$ cat src/pic_pkg.sv
// Constants, types and register map of the priority interrupt controller
package pic_pkg;

  // ----------------------------------------------------------------
  // Register addresses
  // ----------------------------------------------------------------
  localparam logic [2:0] ADDR_ENABLE_HIGH = 3'h0;  // irq_enable_high
  localparam logic [2:0] ADDR_ENABLE_LOW = 3'h1;   // irq_enable_low
  localparam logic [2:0] ADDR_REQUEST_HIGH = 3'h2; // irq_request_high
  localparam logic [2:0] ADDR_REQUEST_LOW = 3'h3;  // irq_request_low
  localparam logic [2:0] ADDR_EDGE_SELECT = 3'h4;  // ext_edge_select
  localparam logic [2:0] ADDR_STATUS_WORD = 3'h5;  // processor_status_word
  localparam logic [2:0] ADDR_STATE = 3'h6;        // Controller state, read only

  // ----------------------------------------------------------------
  // Reset values and field positions
  // ----------------------------------------------------------------
  localparam logic [7:0] RST_BYTE = 8'h00;
  localparam logic [11:0] RST_SOURCES = 12'h000;
  localparam logic [3:0] RST_STACK_PTR = 4'hf;
  localparam int MASTER_ENABLE_BIT = 2;  // Master enable inside the status word
  localparam int WATCHDOG_SRC = 2;       // Watchdog bit in the 12-bit source vector
  localparam int EXT_A_SRC = 11;         // Highest priority source bit
  localparam int NUM_SOURCES = 12;
  localparam int NUM_PINS = 4;
  localparam int STACK_DEPTH = 16;

  // ----------------------------------------------------------------
  // Vectors and timing
  // ----------------------------------------------------------------
  localparam logic [15:0] VEC_RESET = 16'hfffe;
  localparam logic [15:0] VEC_TOP = 16'hfffa;   // Level 1 vector
  localparam logic [15:0] VEC_STEP = 16'h0002;  // Spacing between levels
  localparam int TIMER_C_LEVEL = 7;             // Level whose vector is a parameter
  localparam int ACCEPT_PERIODS = 8;            // Oscillator periods per acceptance
  localparam int OSC_PER_CLK = 1;               // ref_clk runs at the oscillator rate
  localparam int ACCEPT_CYCLES = ACCEPT_PERIODS / OSC_PER_CLK;
  localparam logic [2:0] ACCEPT_LAST = 3'(ACCEPT_CYCLES - 1);
  localparam logic [2:0] PUSH_LAST = 3'h2;      // Three stack bytes
  localparam logic [3:0] PUSH_COUNT = 4'h3;

  // ----------------------------------------------------------------
  // Types
  // ----------------------------------------------------------------
  typedef enum logic [1:0] {ST_BOOT, ST_IDLE, ST_ACCEPT, ST_RETURN} pic_state_t;

  typedef struct packed {
    logic [3:0] timer_match;      // Timer a..d compare matches, a in bit 3
    logic conversion_done;        // Converter finished
    logic watchdog_match;         // Watchdog counter match
    logic interval_overflow;      // Interval timer overflow
    logic serial_done;            // Serial transfer finished
  } pic_events_t;

endpackage

$ cat src/pic_top.sv
// Priority interrupt controller: flags, enables, priority and acceptance sequence
// What this block does
// - External pins latch falling, rising or both edges
// - Timer compare matches set timer flags
// - Conversion finish sets converter flag
// - Watchdog flag interrupts only when reset-select clear
// - Interval timer overflow sets its flag
// - Accept needs flag, enable and master enable
// - Reset and break ignore all gating
// - Disabled source is never accepted
// - Fixed priority, one vector per source
// - Request pends until accepted or cleared
// - Acceptance after instruction, eight oscillator periods
// - Acceptance clears master enable
// - After break, further maskable interrupts blocked
// - Acceptance clears the accepted request flag
// - Push return address and status, three decrements
// - Load vector into program counter
// - Only program counter and status saved
// - Request flags readable and writable
// - Master enable clear blocks every request
// - Enable op sets master enable for nesting
// - Return op ends the service routine
// - Simultaneous requests settled by fixed order
// - Pin edges latched, polled next cycle
`timescale 1ns/1ns

module pic_top #(
  parameter logic [15:0] TIMER_C_VECTOR = 16'hffef,
  parameter logic [15:0] BREAK_VECTOR = 16'hffde
) (
  input wire logic ref_clk,                       // Controller clock
  input wire logic reset,                         // Asynchronous reset, high
  input wire logic [2:0] reg_addr,                // Register address
  input wire logic [7:0] reg_wdata,               // Register write data
  input wire logic reg_wr,                        // Write strobe
  input wire logic reg_rd,                        // Read strobe
  output logic [7:0] reg_rdata,                   // Read data, cycle after strobe
  input wire logic ext_request_pin_a,             // External request pin a
  input wire logic ext_request_pin_b,             // External request pin b
  input wire logic ext_request_pin_c,             // External request pin c
  input wire logic ext_request_pin_d,             // External request pin d
  input wire pic_pkg::pic_events_t events,        // Peripheral event pulses
  input wire logic watchdog_reset_select,         // Watchdog acts as reset when high
  input wire logic instr_done,                    // Current instruction completes
  input wire logic [15:0] return_pc,              // Return address at completion
  input wire logic enable_irqs_op,                // Enable instruction executed
  input wire logic return_from_service_op,        // Return instruction executed
  input wire logic software_break_op,             // Break instruction executed
  output logic service_busy,                      // Acceptance or return in progress
  output logic pc_load,                           // Load pc_value into the core
  output logic [15:0] pc_value,                   // Vector or restored address
  output logic [7:0] processor_status_word,       // Status word
  output logic [3:0] stack_ptr                    // Stack pointer
);

  // ----------------------------------------------------------------
  // State and storage
  // ----------------------------------------------------------------
  pic_pkg::pic_state_t state_reg;
  logic [2:0] cnt_reg;
  logic [7:0] en_high_reg;
  logic [3:0] en_low_reg;
  logic [11:0] req_reg;
  logic [11:0] req_next;
  logic [7:0] edge_sel_reg;
  logic [7:0] psw_reg;
  logic [7:0] saved_psw_reg;
  logic [15:0] ret_pc_reg;
  logic [7:0] pop_lo_reg;
  logic [3:0] sp_reg;
  logic nmi_block_reg;
  logic pc_load_reg;
  logic [15:0] pc_value_reg;
  logic [7:0] rdata_reg;
  logic [7:0] stack_mem [pic_pkg::STACK_DEPTH];
  logic [3:0] pin_s1_reg;
  logic [3:0] pin_s2_reg;
  logic [3:0] pin_s3_reg;
  logic [3:0] pin_edge;
  logic [11:0] set_ev;
  logic [11:0] ready;
  logic [11:0] grant;
  logic [3:0] grant_idx;
  logic any_ready;
  logic accept_start;
  logic brk_start;
  logic [15:0] grant_vec;
  logic [7:0] push_byte;
  logic [7:0] pop_byte;
  logic [3:0] pop_addr;
  logic [3:0] level;

  // ----------------------------------------------------------------
  // Pin synchronisers and edge detection
  // ----------------------------------------------------------------
  // Three flip-flops per pin; edges judged from the second and third
  always_ff @(posedge ref_clk or posedge reset) begin
    if (reset) begin
      pin_s1_reg <= 4'h0;
      pin_s2_reg <= 4'h0;
      pin_s3_reg <= 4'h0;
    end else begin
      pin_s1_reg <= {ext_request_pin_d, ext_request_pin_c, ext_request_pin_b,
                     ext_request_pin_a};
      pin_s2_reg <= pin_s1_reg;
      pin_s3_reg <= pin_s2_reg;
    end
  end

  // Two select bits per pin: bit 1 rising, bit 0 falling, both for either
  always_comb begin
    pin_edge = 4'h0;
    for (int i = 0; i < pic_pkg::NUM_PINS; i++) begin
      pin_edge[i] = (edge_sel_reg[2*i+1] & pin_s2_reg[i] & ~pin_s3_reg[i]) |
                    (edge_sel_reg[2*i] & ~pin_s2_reg[i] & pin_s3_reg[i]);
    end
  end

  // Source events in priority order, bit 11 is level 1
  assign set_ev = {pin_edge[0], pin_edge[1], events.timer_match[3],
                   events.timer_match[2], pin_edge[2], pin_edge[3],
                   events.timer_match[1], events.timer_match[0],
                   events.conversion_done,
                   events.watchdog_match,
                   events.interval_overflow,
                   events.serial_done};

  // ----------------------------------------------------------------
  // Priority resolution
  // ----------------------------------------------------------------
  // Gate by flag, individual enable and master enable
  always_comb begin
    ready = req_reg & {en_high_reg, en_low_reg} &
            {pic_pkg::NUM_SOURCES{psw_reg[pic_pkg::MASTER_ENABLE_BIT]}};
    if (watchdog_reset_select) begin
      ready[pic_pkg::WATCHDOG_SRC] = 1'b0;
    end
  end

  // Highest set bit wins; fixed order settles ties
  always_comb begin
    grant = 12'h000;
    grant_idx = 4'h0;
    for (int i = 0; i < pic_pkg::NUM_SOURCES; i++) begin
      if (ready[i]) begin
        grant = 12'h000;
        grant[i] = 1'b1;
        grant_idx = 4'(i);
      end
    end
  end

  assign any_ready = |ready;
  assign level = 4'(pic_pkg::EXT_A_SRC + 1) - grant_idx;

  // Vector per level, with the timer c slot supplied by parameter
  always_comb begin
    if (level == 4'(pic_pkg::TIMER_C_LEVEL)) begin
      grant_vec = TIMER_C_VECTOR;
    end else if (level > 4'(pic_pkg::TIMER_C_LEVEL)) begin
      grant_vec = pic_pkg::VEC_TOP - pic_pkg::VEC_STEP * 16'(level - 4'h2);
    end else begin
      grant_vec = pic_pkg::VEC_TOP - pic_pkg::VEC_STEP * 16'(level - 4'h1);
    end
  end

  // Break is taken whenever the controller is idle; maskable only at completion, unblocked
  assign brk_start = (state_reg == pic_pkg::ST_IDLE) & software_break_op;
  assign accept_start = brk_start | ((state_reg == pic_pkg::ST_IDLE) & instr_done &
                        any_ready & ~nmi_block_reg);

  // ----------------------------------------------------------------
  // Request flags
  // ----------------------------------------------------------------
  // Events win over software writes and over acceptance clears
  always_comb begin
    req_next = req_reg;
    if (reg_wr && reg_addr == pic_pkg::ADDR_REQUEST_HIGH) begin
      req_next[11:4] = reg_wdata;
    end
    if (reg_wr && reg_addr == pic_pkg::ADDR_REQUEST_LOW) begin
      req_next[3:0] = reg_wdata[7:4];
    end
    if (accept_start && !brk_start) begin
      req_next = req_next & ~grant;
    end
    req_next = req_next | set_ev;
  end

  always_ff @(posedge ref_clk or posedge reset) begin
    if (reset) begin
      req_reg <= pic_pkg::RST_SOURCES;
    end else begin
      req_reg <= req_next;
    end
  end

  // ----------------------------------------------------------------
  // Enable and edge select registers
  // ----------------------------------------------------------------
  always_ff @(posedge ref_clk or posedge reset) begin
    if (reset) begin
      en_high_reg <= pic_pkg::RST_BYTE;
      en_low_reg <= 4'h0;
      edge_sel_reg <= pic_pkg::RST_BYTE;
    end else if (reg_wr) begin
      if (reg_addr == pic_pkg::ADDR_ENABLE_HIGH) begin
        en_high_reg <= reg_wdata;
      end
      if (reg_addr == pic_pkg::ADDR_ENABLE_LOW) begin
        en_low_reg <= reg_wdata[7:4];
      end
      if (reg_addr == pic_pkg::ADDR_EDGE_SELECT) begin
        edge_sel_reg <= reg_wdata;
      end
    end
  end

  // ----------------------------------------------------------------
  // Status word
  // ----------------------------------------------------------------
  // Write, enable op, acceptance clear, then return restore
  always_ff @(posedge ref_clk or posedge reset) begin
    if (reset) begin
      psw_reg <= pic_pkg::RST_BYTE;
    end else begin
      if (reg_wr && reg_addr == pic_pkg::ADDR_STATUS_WORD) begin
        psw_reg <= reg_wdata;
      end
      if (enable_irqs_op) begin
        psw_reg[pic_pkg::MASTER_ENABLE_BIT] <= 1'b1;
      end
      if (accept_start) begin
        psw_reg[pic_pkg::MASTER_ENABLE_BIT] <= 1'b0;
      end
      if (state_reg == pic_pkg::ST_RETURN && cnt_reg == 3'h0) begin
        psw_reg <= pop_byte;
      end
    end
  end

  localparam logic [2:0] PUSH_LAST_L = pic_pkg::PUSH_LAST;

  // Break blocks maskable acceptance until the routine returns
  always_ff @(posedge ref_clk or posedge reset) begin
    if (reset) begin
      nmi_block_reg <= 1'b0;
    end else if (brk_start) begin
      nmi_block_reg <= 1'b1;
    end else if (state_reg == pic_pkg::ST_RETURN && cnt_reg == PUSH_LAST_L) begin
      nmi_block_reg <= 1'b0;
    end
  end

  // ----------------------------------------------------------------
  // Sequencer
  // ----------------------------------------------------------------
  // Boot loads the reset vector; accept and return walk their bytes
  always_ff @(posedge ref_clk or posedge reset) begin
    if (reset) begin
      state_reg <= pic_pkg::ST_BOOT;
      cnt_reg <= 3'h0;
    end else begin
      unique case (state_reg)
        pic_pkg::ST_BOOT: begin
          state_reg <= pic_pkg::ST_IDLE;
        end
        pic_pkg::ST_IDLE: begin
          cnt_reg <= 3'h0;
          if (accept_start) begin
            state_reg <= pic_pkg::ST_ACCEPT;
          end else if (return_from_service_op) begin
            state_reg <= pic_pkg::ST_RETURN;
          end
        end
        pic_pkg::ST_ACCEPT: begin
          cnt_reg <= cnt_reg + 3'h1;
          if (cnt_reg == pic_pkg::ACCEPT_LAST) begin
            state_reg <= pic_pkg::ST_IDLE;
          end
        end
        pic_pkg::ST_RETURN: begin
          cnt_reg <= cnt_reg + 3'h1;
          if (cnt_reg == PUSH_LAST_L) begin
            state_reg <= pic_pkg::ST_IDLE;
          end
        end
      endcase
    end
  end

  // Capture return address, prior status word and vector at acceptance
  always_ff @(posedge ref_clk or posedge reset) begin
    if (reset) begin
      ret_pc_reg <= 16'h0000;
      saved_psw_reg <= pic_pkg::RST_BYTE;
      pc_value_reg <= 16'h0000;
      pop_lo_reg <= pic_pkg::RST_BYTE;
    end else begin
      if (accept_start) begin
        ret_pc_reg <= return_pc;
        saved_psw_reg <= psw_reg;
        pc_value_reg <= brk_start ? BREAK_VECTOR : grant_vec;
      end
      if (state_reg == pic_pkg::ST_BOOT) begin
        pc_value_reg <= pic_pkg::VEC_RESET;
      end
      if (state_reg == pic_pkg::ST_RETURN && cnt_reg == 3'h1) begin
        pop_lo_reg <= pop_byte;
      end
      if (state_reg == pic_pkg::ST_RETURN && cnt_reg == PUSH_LAST_L) begin
        pc_value_reg <= {pop_byte, pop_lo_reg};
      end
    end
  end

  // Program counter load pulse after boot, acceptance end and return end
  always_ff @(posedge ref_clk or posedge reset) begin
    if (reset) begin
      pc_load_reg <= 1'b0;
    end else begin
      pc_load_reg <= (state_reg == pic_pkg::ST_BOOT) |
                     (state_reg == pic_pkg::ST_ACCEPT && cnt_reg == pic_pkg::ACCEPT_LAST) |
                     (state_reg == pic_pkg::ST_RETURN && cnt_reg == PUSH_LAST_L);
    end
  end

  // ----------------------------------------------------------------
  // Stack
  // ----------------------------------------------------------------
  // High address byte first, then low byte, then status word
  always_comb begin
    unique case (cnt_reg)
      3'h0: push_byte = ret_pc_reg[15:8];
      3'h1: push_byte = ret_pc_reg[7:0];
      default: push_byte = saved_psw_reg;
    endcase
  end

  assign pop_addr = sp_reg + 4'h1;
  assign pop_byte = stack_mem[pop_addr];

  // Stack bytes carry no reset; only the pointer does
  always_ff @(posedge ref_clk) begin
    if (state_reg == pic_pkg::ST_ACCEPT && cnt_reg <= PUSH_LAST_L) begin
      stack_mem[sp_reg] <= push_byte;
    end
  end

  always_ff @(posedge ref_clk or posedge reset) begin
    if (reset) begin
      sp_reg <= pic_pkg::RST_STACK_PTR;
    end else if (state_reg == pic_pkg::ST_ACCEPT && cnt_reg <= PUSH_LAST_L) begin
      sp_reg <= sp_reg - 4'h1;
    end else if (state_reg == pic_pkg::ST_RETURN) begin
      sp_reg <= pop_addr;
    end
  end

  // ----------------------------------------------------------------
  // Register read port
  // ----------------------------------------------------------------
  // Data stand only in the cycle after the read strobe
  always_ff @(posedge ref_clk or posedge reset) begin
    if (reset) begin
      rdata_reg <= pic_pkg::RST_BYTE;
    end else if (reg_rd) begin
      unique case (reg_addr)
        pic_pkg::ADDR_ENABLE_HIGH: rdata_reg <= en_high_reg;
        pic_pkg::ADDR_ENABLE_LOW: rdata_reg <= {en_low_reg, 4'h0};
        pic_pkg::ADDR_REQUEST_HIGH: rdata_reg <= req_reg[11:4];
        pic_pkg::ADDR_REQUEST_LOW: rdata_reg <= {req_reg[3:0], 4'h0};
        pic_pkg::ADDR_EDGE_SELECT: rdata_reg <= edge_sel_reg;
        pic_pkg::ADDR_STATUS_WORD: rdata_reg <= psw_reg;
        pic_pkg::ADDR_STATE: rdata_reg <= {service_busy, nmi_block_reg, 2'h0, sp_reg};
        default: rdata_reg <= pic_pkg::RST_BYTE;
      endcase
    end else begin
      rdata_reg <= pic_pkg::RST_BYTE;
    end
  end

  // Outputs
  assign reg_rdata = rdata_reg;
  assign service_busy = (state_reg == pic_pkg::ST_ACCEPT) | (state_reg == pic_pkg::ST_RETURN);
  assign pc_load = pc_load_reg;
  assign pc_value = pc_value_reg;
  assign processor_status_word = psw_reg;
  assign stack_ptr = sp_reg;

  // ----------------------------------------------------------------
  // Checks
  // ----------------------------------------------------------------
  chk_accept_len: assert property (@(posedge ref_clk) disable iff (reset)
    accept_start |=> (state_reg == pic_pkg::ST_ACCEPT) [*8] ##1 pc_load_reg)
    else $error("acceptance did not take eight cycles");

  chk_ie_clear: assert property (@(posedge ref_clk) disable iff (reset)
    accept_start && !enable_irqs_op |=> !psw_reg[pic_pkg::MASTER_ENABLE_BIT])
    else $error("master enable not cleared at acceptance");

  chk_sp_three: assert property (@(posedge ref_clk) disable iff (reset)
    accept_start |-> ##4 (sp_reg == $past(sp_reg, 4) - 4'h3))
    else $error("stack pointer not lowered by three");

  chk_master_gate: assert property (@(posedge ref_clk) disable iff (reset)
    !psw_reg[pic_pkg::MASTER_ENABLE_BIT] && !software_break_op |-> !accept_start)
    else $error("accepted with master enable clear");

  chk_flag_clear: assert property (@(posedge ref_clk) disable iff (reset)
    accept_start && !brk_start && ((set_ev & grant) == 12'h000) |=>
    ((req_reg & $past(grant)) == 12'h000))
    else $error("accepted flag not cleared");

  chk_reset_vec: assert property (@(posedge ref_clk) disable iff (reset)
    state_reg == pic_pkg::ST_BOOT |=> pc_load_reg && pc_value_reg == pic_pkg::VEC_RESET)
    else $error("reset vector not loaded");

  chk_return_from_service_op_pop: assert property (@(posedge ref_clk) disable iff (reset)
    $rose(state_reg == pic_pkg::ST_RETURN) |-> ##3 pc_load_reg &&
    (sp_reg == $past(sp_reg, 3) + 4'h3))
    else $error("return did not pop three bytes");

  chk_edge_latch: assert property (@(posedge ref_clk) disable iff (reset)
    pin_edge[0] |=> req_reg[pic_pkg::EXT_A_SRC])
    else $error("pin edge not latched");

  chk_nmi_block: assert property (@(posedge ref_clk) disable iff (reset)
    nmi_block_reg && !software_break_op |-> !accept_start)
    else $error("accepted while blocked after break");

  chk_brk_ungated: assert property (@(posedge ref_clk) disable iff (reset)
    state_reg == pic_pkg::ST_IDLE && software_break_op |=> state_reg == pic_pkg::ST_ACCEPT)
    else $error("break not accepted");

endmodule

$ cat config.mk
export PLATFORM = sky130hd
export DESIGN_NAME = pic_top
export DESIGN_NICKNAME = d
export VERILOG_FILES = /design/src/pic_pkg.sv /design/src/pic_top.sv
export SDC_FILE = /design/constraint.sdc
export NUM_CORES = 1
export LEC_CHECK = 0
export BUFFER_PORTS_ARGS = -buffer_cell sky130_fd_sc_hd__buf_2
export CORE_ASPECT_RATIO = 1.2
export CORE_MARGIN = 4
export CORE_UTILIZATION = 60
export DETAILED_ROUTE_END_ITERATION = 6
export GPL_TIMING_DRIVEN = 0
export HOLD_SLACK_MARGIN = 0.1
export MAX_ROUTING_LAYER = met4
export PLACE_DENSITY = 0.8
export SLEW_MARGIN = 20
export SYNTH_ARGS = -nofsm -noshare
export SYNTH_HDL_FRONTEND = slang
export SYNTH_SLANG_ARGS = --single-unit
$ cat constraint.sdc
create_clock -name ref_clk -period 4.6 [get_ports ref_clk]
set_input_delay 0.23 -clock ref_clk [delete_from_list [all_inputs] [get_ports ref_clk]]
set_output_delay 0.23 -clock ref_clk [all_outputs]
set_load 0.02 [all_outputs]
After elaboration in Yosys (flattened, before gate mapping) --
Memory sizes are Yosys's and may differ from the RTL's. Index checks and enable logic that the tools add are counted.
Cells by class: $add $sub $neg 8, magnitude comparators 2, eq/ne operators 16, multiplexer cells 52, bitwise gates (word level) 42, reductions and logical operators 25
Operators with widths (count):
- 12-bit two-way mux | 12
- 16-bit two-way mux | 6
- 8-bit one-hot mux with 7 select lines | 1
- 4-bit two-way mux | 13
- 12-bit bitwise AND | 3
- 8-bit two-way mux | 4
- 1-bit bitwise AND | 20
- 8-bit one-hot mux with 2 select lines | 1
- 4-bit by 6-bit subtractor with 7-bit output (first input constant) | 2
- 3-bit == test (second input constant) | 4
- 12-bit NOT | 1
- 12-bit OR | 1
- 12-bit OR reduction | 1
- 3-bit by 2-bit == test with 1-bit output (second input constant) | 3
- 1-bit logical AND | 9
- 1-bit two-way mux | 9
- 1-bit NOT | 9
- 2-bit two-way mux | 4
- 1-bit OR | 8
- 2-bit one-hot mux with 4 select lines | 1
- 2-bit nonzero test | 4
- 3-bit by 1-bit == test with 1-bit output (second input constant) | 2
- 3-bit zero test | 2
- 3-bit one-hot mux with 2 select lines | 1
- other kinds (21) | 24
Word-level totals: register bits after elaboration 119, bits in writable memories 128, bits of input ports 48, output and inout port bits 38, logic and storage cells 165, memories kept 1
Memory list:
- stack_mem | words 16, bits a word 8, rd ports 1, clocked after Yosys merged registers in 0, write ports 1, RTL line pic_top.sv:76 | logic [7:0] stack_mem [pic_pkg::STACK_DEPTH];

Longest topological paths before layout --
Gate-level depths: netlist of run 1.
word-level depth 22, depth in mapped cells 15, depth with buffers taken out 14

Worst setup path before layout of run 1 --
OpenSTA, ideal clock, no wires.
kind register to register, start register sp_reg[0] (netlist: stack_ptr[0]), end register pc_value_reg[8] (netlist: pc_value[8]), library setup time 126 ps, arrival 3111 ps, required time 4474 ps, slack 1363 ps, cell stages (with the launch flop) 10, path buffers 4, clock period less this slack 3237 ps, path through dfstp_2 buf_4 buf_6 inv_1 ha_1 clkbuf_1 clkbuf_1 mux4_2 mux4_1 a221o_1
On the way: longest elaborated chain between the ends 3
RTL lines:
- start: declaration | RTL line pic_top.sv:71 | logic [3:0] sp_reg;
- start signal: assignment | RTL line pic_top.sv:353 | sp_reg <= pic_pkg::RST_STACK_PTR;
- start signal: assignment | RTL line pic_top.sv:355 | sp_reg <= sp_reg - 4'h1;
- start signal: assignment | RTL line pic_top.sv:357 | sp_reg <= pop_addr;
- 4-bit by 1-bit adder with 4-bit output | RTL line pic_top.sv:341 | assign pop_addr = sp_reg + 4'h1;
- memory read 16 x 8 bit
- 16-bit two-way mux | RTL line pic_top.sv:312 | if (state_reg == pic_pkg::ST_RETURN && cnt_reg == PUSH_LAST_L) begin
- end signal: assignment | RTL line pic_top.sv:304 | pc_value_reg <= brk_start ? BREAK_VECTOR : grant_vec;
- end signal: assignment | RTL line pic_top.sv:307 | pc_value_reg <= pic_pkg::VEC_RESET;
- end signal: assignment | RTL line pic_top.sv:313 | pc_value_reg <= {pop_byte, pop_lo_reg};
- end: declaration | RTL line pic_top.sv:74 | logic [15:0] pc_value_reg;
No other way between the ends. A chain may end at the register's enable or synchronous reset.

Worst setup path in the final report of run 1 --
start register sp_reg[0] (netlist: stack_ptr[0]), end register pc_value_reg[10] (netlist: pc_value[10])
Same word-level chain as after synthesis.

==> results of run 1 <==
-- worst register-to-register path, stage by stage, from the launching register on --
cell and delay, ns:
dfstp_2 0.59, buf_4 0.25, buf_6 0.20, inv_1 0.10
ha_1 0.29, clkbuf_1 0.35, clkbuf_1 0.56, mux4_2 0.42
mux2_2 0.28, o21ai_0 0.49, nor2_1 0.13, a211o_1 0.25
-- routing by layer --
| metal | global-route usage (%) | part of all wire [%] |
|---|---|---|
| met3 | 4.63 | 5.9 |
| met4 | 14.8 | 5.8 |
| met1 | 32.1 | 36 |
| met5 | - | 0 |
| met2 | 49.8 | 52 |
-- final cells by class --
class / instances / area [um^2] / share of cell area [%]
inverter: 18 / 72.6 / 0.555
multi-input combinational: 440 / 3990 / 30.5
clock inverter: 14 / 149 / 1.14
timing repair buffer: 130 / 898 / 6.87
clock buffer: 32 / 672 / 5.14
sequential: 247 / 6830 / 52.2
buffer: 32 / 186 / 1.43
tap: 224 / 280 / 2.14
-- through the flow --
step | area (um^2) | setup WS, ns | utilization, % | hold WS, ns
2_1_floorplan | 11000 | 1.22 | - | 0.261
3_3_place_gp | 11700 | 0.0853 | 64.8 | 0.333
3_5_place_dp | 11800 | 0.633 | 65.1 | 0.251
4_1_cts | 13100 | 0.613 | 72.1 | 0.109
5_1_grt | 13100 | 0.496 | 72.2 | 0.137
6_report | 13100 | 0.592 | 72.2 | 0.139
-- worst max path at each step --
stage                                   from                  endpoint  cells after the start
detailed placement  stack_ptr[0]$_DFFE_PP1P_  pc_value[10]$_DFFE_PP0P_                     11
floorplan                              reset    cnt_reg[0]$_DFFE_PP0P_                      1
CTS                 stack_ptr[0]$_DFFE_PP1P_  pc_value[10]$_DFFE_PP0P_                     11
global route        stack_ptr[0]$_DFFE_PP1P_  pc_value[10]$_DFFE_PP0P_                     11
global placement                       reset  pc_value[11]$_DFFE_PP0P_                      2
finish              stack_ptr[0]$_DFFE_PP1P_  pc_value[10]$_DFFE_PP0P_                     11
-- power by group --
group / internal (mW) / leakage, nW / switching [mW]
sequential: 3.11 / 2.51 / 0.344
combinational: 1.57 / 2.29 / 2.36
clock: 1.20 / 0.397 / 0.856
total: 5.88 / 5.20 / 3.56
-- placed cells by master, fill, tap and decap left out, types with 6 or more instances in the layout --
| cell type | count |
|---|---|
| a21oi_1 | 20 |
| a21oi_2 | 8 |
| a221o_1 | 8 |
| a22oi_1 | 18 |
| a31oi_1 | 6 |
| and2_1 | 24 |
| buf_2 | 87 |
| clkbuf_1 | 23 |
| clkbuf_16 | 25 |
| dfrtp_1 | 115 |
| dlygate4sd3_1 | 45 |
| edfxtp_1 | 128 |
| ha_1 | 14 |
| inv_1 | 16 |
| mux2_2 | 42 |
| mux2_4 | 16 |
| mux2i_1 | 25 |
| mux4_2 | 35 |
| nand2_1 | 28 |
| nand3_1 | 20 |
| nor2_1 | 47 |
| nor2b_1 | 12 |
| nor3_1 | 6 |
| o21ai_0 | 15 |
| o21bai_1 | 8 |
-- timing repair --
action,4_1_cts,5_1_grt
endpoints found under the hold margin,103,0
hold buffers,45,0
setup buffers,0,0
-- cells by family after synthesis --
family                   count (synthesis)  synth area share, %
XOR/XNOR                                 7                0.556
AND/OR/NAND/NOR                        163                 7.66
multiplexers                           123                 17.1
buffers and inverters                   50                 2.30
adder cells (fa/ha/maj)                 14                 1.59
flip-flops                             247                 61.9
AO/OA/AOI/OAI                          133                 8.97
==> flow_summary.yaml, run 1 <==
outcome:
  outcome: "complete, no violations"
yosys:
  synth_top_area_share_pct: 34.8
  yosysSeqAreaShare_pct: 61.9
  synth_edf_count: 128
  synth_common_cells: "edfxtp_1 (128), dfrtp_1 (115), nor2_1 (47)"
  yosys-top-cells-area: "edfxtp_1 (35%), dfrtp_1 (26%), mux4_2 (7.1%)"
  syn_area_um2: 11000
  ys_ff_latch: 247
  synth_top_area_cell: "edfxtp_1"
  synthFlopType: "edfxtp_1"
  synth_most_common_cell: "edfxtp_1"
  avgSynthCellArea_um2: 15.0
  yosysWarnings: 0
  ys_types: 72
  syn_inst: 737
  synth_nets: 799
  ys_async_sr_fraction_pct: 48.2
floorplan:
  initial_core_util_pct: 60.9
  rows: 54
  dieWidth_um: 132
  ios: 86
  dieArea_um2: 20600
  die_h_um: 157
  core_area_um2: 18100
finish:
  drive_above_1_share_pct: 27.2
  area_growth_pct: 18.5
  antenna_cells: 0
  largest_reg_flops: 128
  nFillCells: 1144
  layoutNonFillerInstCount: 1137
  final_net_count: 956
place:
  place_hpwl_um: 19200
  portBuffers: 84
  place.gp.congestion: 0.917
  place_inst: 1046
timing:
  fin_skew_ns: 0.0195
  slew_viol_final: 0
  min_period_ns: 4.01
  max_slew_margin_pct: 33.7
  fin_setup_tns_ns: 0
  fin_crit_sh_pct: 87.1
  rsz0062_at_grt: "no"
  tightestPinTransition_ns: 0.988
  setup_viol: 0
  timing.fmax_mhz: 250
  finalHoldViolations: 0
routing:
  drt-initial-drc-count: 749
  drt.antenna.violating_nets: 0
  first_pass_iters: 5
  drt-total-wl_um: 28100
  wire_per_inst_um: 24.7
  drcViolationCount: 0
  vias: 7274
  vias_per_cell: 6.40
min_path:
  min_delay_worst_endpoint: "req_reg[2]$_DFF_PP0_"
  hold_path_startpoint: "watchdog_reset_select"
  hp-class: "in2reg"
  hold_depth: 4
worst_setup_path:
  reg2reg_to: "pc_value[10]$_DFFE_PP0P_"
  rr_startpoint: "stack_ptr[0]$_DFFE_PP1P_"
  reg2reg_depth: 11
  rrSetupSlack_ns: 0.59
  critPathMostFrequentCell: "clkbuf_1"
  crit_buf_inv: 5
  start_kind: "flip-flop"
  crit_path_max_fanout: 10
  cp_cell_sequence: "buf_4, buf_6, inv_1, ha_1, clkbuf_1, clkbuf_1, mux4_2, mux2_2, o21ai_0, nor2_1, a211o_1"
  worstPathRequired_ns: 5.02
  critPathArrivalTime_ns: 4.43
  critPathCaptureType: "flip-flop"
  crit_type: "reg2reg"
  critPathMaxStageDelay_ns: 0.59
  slowest_stage: "dfstp_2"
  path_delay_family: "buffers and inverters"
cts:
  clockRootBuffer: "clkbuf_16"
  cts_max_level: 1
  numCtsBuffers: 25
  path_clk_slew_ns: 0.06
  cts_resized: 0
  cts_tree: "yes"
  clock_path_buffers: 3
  insertion_delay_ns: 0.54
  clock_sinks: 247
global_routing:
  grt_pass1_vias: 7721
  grt_overflow: 0
  grt_pass1_wl_um: 44100
  grt_antenna_before_repair: 0
  grt_use_total_pct: 28.6
  grt_max_degree: 82
pwr:
  power_mw: 9.44
  ir_drop_v: 0.000541
  p_leak_nw: 5.20
  p_per_area_nw_per_um2: 722
flow_run:
  max-cap-violations: 0
No activity file was read; power rests on OpenSTA's default activity.
==> run 2: changes to the inputs <==
CORE_UTILIZATION = 40   (was 60)
PLACE_DENSITY = 0.57   (was 0.8)
==> run 2 against run 1 <==
  * Hold slack got worse by 0.00059 ns
  * Clock skew hardly changed
  * Die area grew 47%
  * Combinational power about the same
  * Utilization down 23 points
  * Sequential share of layout area fell by 0.64 points
  * Non-clock buffer count down 2
  * Register-to-register slack lost 0.20 ns
  * Critical path type unchanged
  * Largest cell class unchanged
==> flow_summary.yaml, run 2 (synthesized netlist as in run 1, its figures left out) <==
routing:
  drt-initial-drc-count: 486
  drt.antenna.violating_nets: 0
  drt-total-wl_um: 28200
  first_pass_iters: 5
  vias: 6908
  wire_per_inst_um: 22.5
  drcViolationCount: 0
  vias_per_cell: 5.52
cts:
  cts_max_level: 1
  path_clk_slew_ns: 0.06
  clock_path_buffers: 3
  clockRootBuffer: "clkbuf_16"
  cts_setup_buffers: 0
  cts_resized: 0
  cts_tree: "yes"
  clock_sinks: 247
  postCtsHoldBufs: 43
  numCtsBuffers: 26
  insertion_delay_ns: 0.53
worst_setup_path:
  critPathCaptureType: "flip-flop"
  worstPathRequired_ns: 5.01
  crit_type: "reg2reg"
  critPathArrivalTime_ns: 4.62
  start_kind: "flip-flop"
  crit_path_max_fanout: 10
finish:
  largest_reg_flops: 128
  drive_above_1_share_pct: 27.7
  final_net_count: 955
  area_growth_pct: 20.0
  layout_commonest_cell: "edfxtp_1"
  antenna_cells: 0
  layoutNonFillerInstCount: 1252
  layout_common_cells: "edfxtp_1 (128), dfrtp_1 (115), buf_2 (87)"
floorplan:
  initial_core_util_pct: 40.6
  ios: 86
  dieArea_um2: 30300
  dieWidth_um: 160
  rows: 66
  die_h_um: 190
  core_area_um2: 27200
global_routing:
  grt_overflow: 0
  grt_use_total_pct: 19.1
  grt_max_degree: 72
  grt_pass1_wl_um: 43400
  grt_antenna_before_repair: 0
  grt_pass1_vias: 7271
place:
  place.gp.congestion: 0.829
  place_inst: 1162
  portBuffers: 84
  place_hpwl_um: 19900
flow_run:
  max-cap-violations: 0
timing:
  fin_skew_ns: 0.0199
  fin_crit_sh_pct: 91.5
  finalHoldViolations: 0
  setup_viol: 0
  tightestPinTransition_ns: 0.981
  slew_viol_final: 0
  rsz0062_at_grt: "no"
  max_slew_margin_pct: 34.2
  min_period_ns: 4.21
  timing.fmax_mhz: 238
pwr:
  p_per_area_nw_per_um2: 713
  p_seq_share_pct: 36.4
  ir_drop_v: 0.000358
  p_leak_nw: 5.21
  p_sw_share_pct: 37.6
  internal-power_mw: 5.89
  p_sw_mw: 3.55
  clock_power_share_pct: 22.2
  power_mw: 9.44
  p_comb_share_pct: 41.4
min_path:
  hp-class: "in2reg"
outcome:
  outcome: "complete, no violations"
==> run 2: cell count changes in the layout (fill, tap and decap cells not counted) <==
cell,change
clkbuf_1,-3
clkbuf_8,-2
clkinv_4,+2
dlygate4sd3_1,-2
clkbuf_16,+1
clkinv_1,-1
clkinv_2,+1
clkinv_8,+1
clkinvlp_4,+1
inv_6,+1
==> run 2: stage by stage <==
stage	utilization [%]	hold slack, ns	setup WS, ns	setup TNS, ns	cell area, um^2
2_1_floorplan	-	0.261	1.22	0	11000
3_3_place_gp	43.7	0.334	-0.329	-36.21	11900
3_5_place_dp	44.0	0.295	0.387	0	11900
4_1_cts	48.7	0.126	0.371	0	13200
5_1_grt	48.7	0.168	0.256	0	13200
6_report	48.7	0.139	0.391	0	13200
==> run 2: worst paths after layout <==
check                                    startpoint                         to  slack, ns  cells past startpoint
max                        stack_ptr[0]$_DFFE_PP1P_   pc_value[10]$_DFFE_PP0P_       0.39                     11
min                           watchdog_reset_select       req_reg[2]$_DFF_PP0_       0.14                      4
max reg2reg                stack_ptr[0]$_DFFE_PP1P_   pc_value[10]$_DFFE_PP0P_       0.39                     11
min reg2reg                 pin_s1_reg[3]$_DFF_PP0_    pin_s2_reg[3]$_DFF_PP0_       0.35                      0
max in group asynchronous                     reset   stack_ptr[2]$_DFFE_PP1P_       3.54                      4
min in group asynchronous                     reset  ret_pc_reg[8]$_DFFE_PP0P_       0.31                      3
==> run 2: power by group through the flow <==
stage / sequential [mW] / combinational, mW / clock, mW
after detailed placement: 3.48 / 3.93 / 0
after global placement: 3.49 / 3.84 / 0
after floorplan: 3.51 / 2.47 / 0
after global routing: 3.49 / 4.22 / 2.24
after CTS: 3.44 / 3.97 / 2.15
final: 3.43 / 3.91 / 2.10
==> run 2: critical path, stage by stage (launching register included) <==
cell and delay, ns:
dfstp_2 0.59, buf_4 0.25, buf_6 0.22, inv_1 0.10, ha_1 0.28, clkbuf_1 0.39, clkbuf_1 0.62, mux4_2 0.41
mux2_2 0.28, o21ai_0 0.56, nor2_1 0.14, a211o_1 0.26
==> run 2: per-layer routing <==
layer	GRT usage [%]	vias up	wire length (um)
met5	-	-	0
met4	6.11	0	926
met3	2.71	53	1300
met2	32.4	189	14200
met1	23.9	3507	11700
li1	-	3159	-
==> run 2: cell type report <==
type | count | area (um^2)
Buffer | 32 | 186
Clock buffer | 28 | 658
Inverter | 18 | 72.6
Fill cell | 2348 | 13900
Timing Repair Buffer | 128 | 878
Tap cell | 340 | 425
Multi-Input combinational cell | 440 | 3990
Clock inverter | 19 | 200
Sequential cell | 247 | 6830
==> run 3: changes to the inputs <==
==> constraint.sdc (replaced) <==
create_clock -name ref_clk -period 4.6 [get_ports ref_clk]
set_input_delay 0.69 -clock ref_clk [delete_from_list [all_inputs] [get_ports ref_clk]]
set_output_delay 0.69 -clock ref_clk [all_outputs]
set_load 0.02 [all_outputs]
==> run 3 against run 2 <==
  * Clock power hardly changed
  * Global-route usage fell by 0.33 points
  * Critical path type unchanged
  * Maximum frequency is 0.16% lower
  * First-iteration DRC count increased by 0.41%
  * Power fell by 0.36%
==> flow_summary.yaml, run 3 (synthesized netlist as in run 1, its figures left out) <==
finish:
  layout_commonest_cell: "edfxtp_1"
  largest_reg_flops: 128
  drive_above_1_share_pct: 29.1
  final_net_count: 912
  layout_common_cells: "edfxtp_1 (128), dfrtp_1 (115), buf_2 (87)"
  area_growth_pct: 16.1
  antenna_cells: 0
  layoutNonFillerInstCount: 1209
  seq_area_um2: 6830
  multiInputGateArea_um2: 3990
  fin_area_um2: 12800
  nFillCells: 2377
floorplan:
  initial_core_util_pct: 40.6
  dieWidth_um: 160
  rows: 66
  core_area_um2: 27200
  dieArea_um2: 30300
  ios: 86
  die_h_um: 190
worst_setup_path:
  crit_type: "reg2reg"
  critPathArrivalTime_ns: 4.63
  critPathCaptureType: "flip-flop"
  start_kind: "flip-flop"
  crit_path_max_fanout: 10
  reg2reg_depth: 11
  worstPathRequired_ns: 5.01
routing:
  wire_per_inst_um: 22.9
  drt.antenna.violating_nets: 0
  first_pass_iters: 5
  vias: 6749
  drt-initial-drc-count: 488
  vias_per_cell: 5.58
  drt-total-wl_um: 27700
  drcViolationCount: 0
cts:
  cts_resized: 0
  cts_max_level: 1
  cts_tree: "yes"
  clock_path_buffers: 3
  clock_sinks: 247
  clockRootBuffer: "clkbuf_16"
  numCtsBuffers: 26
  insertion_delay_ns: 0.53
  cts_setup_buffers: 0
  path_clk_slew_ns: 0.06
  postCtsHoldBufs: 0
pwr:
  p_leak_nw: 5.04
  p_per_area_nw_per_um2: 734
  ir_drop_v: 0.000358
  power_mw: 9.41
place:
  pre_cts_slack_ns: 0.387
  place_inst: 1162
  portBuffers: 84
  place_hpwl_um: 19900
  place.gp.congestion: 0.829
  place_area_um2: 11900
outcome:
  outcome: "complete, no violations"
timing:
  min_period_ns: 4.22
  timing.fmax_mhz: 237
  layout_setup_ws_ns: 0.384
  fin_skew_ns: 0.0150
  fin_crit_sh_pct: 91.7
  tightestPinTransition_ns: 1.01
  fin_setup_tns_ns: 0
  max_slew_margin_pct: 32.3
  finalHoldViolations: 0
  slew_viol_final: 0
  rsz0062_at_grt: "no"
  setup_viol: 0
global_routing:
  grt_overflow: 0
  grt_pass1_wl_um: 42600
  grt_antenna_before_repair: 0
  grt_pass1_vias: 7042
  grt_use_total_pct: 18.8
  grt_max_degree: 72
flow_run:
  max-cap-violations: 0
min_path:
  hp-class: "in2async"
==> run 3: worst paths after layout <==
path	end	from	slack [ns]
max	pc_value[10]$_DFFE_PP0P_	stack_ptr[0]$_DFFE_PP1P_	0.38
min	ret_pc_reg[8]$_DFFE_PP0P_	reset	0.19
max reg2reg	pc_value[10]$_DFFE_PP0P_	stack_ptr[0]$_DFFE_PP1P_	0.38
min reg2reg	pin_s2_reg[3]$_DFF_PP0_	pin_s1_reg[3]$_DFF_PP0_	0.35
max in group asynchronous	stack_ptr[2]$_DFFE_PP1P_	reset	3.67
min in group ref_clk	pin_s1_reg[0]$_DFF_PP0_	ext_request_pin_a	0.26
==> run 3: area by class of cell <==
| type | count | share of cell area (%) |
|---|---|---|
| Buffer | 32 | 1.46 |
| Clock buffer | 28 | 5.14 |
| Clock inverter | 19 | 1.56 |
| Inverter | 18 | 0.567 |
| Multi-Input combinational cell | 440 | 31.2 |
| Sequential cell | 247 | 53.3 |
| Tap cell | 340 | 3.32 |
| Timing Repair Buffer | 85 | 3.50 |
==> run 3: through the flow <==
step	util, %	hold slack [ns]
5_1_grt	47.1	0.228
3_3_place_gp	43.7	0.334
2_1_floorplan	-	0.331
6_report	47.1	0.195
4_1_cts	47.1	0.191
3_5_place_dp	44.0	0.337
==> run 3: power by group <==
group	total [mW]	switching [mW]	internal (mW)
Combinational	3.87	2.33	1.55
Sequential	3.43	0.326	3.11
Clock	2.10	0.885	1.21
==> run 3: worst max-delay path, cell delays in order, from the launching register on <==
cell,delay (ns)
dfstp_2,0.59
buf_4,0.25
buf_6,0.22
inv_1,0.10
ha_1,0.28
clkbuf_1,0.39
clkbuf_1,0.62
mux4_2,0.41
mux2_2,0.28
o21ai_0,0.57
nor2_1,0.13
a211o_1,0.26
==> run 3: metal layers <==
layer / up-vias / wire length [um] / GRT usage [%]
met1: 3447 / 11600 / 23.9
met4: 0 / 871 / 5.88
met3: 50 / 1280 / 2.64
li1: 3076 / - / -
met2: 176 / 13900 / 31.5
met5: - / 0 / -
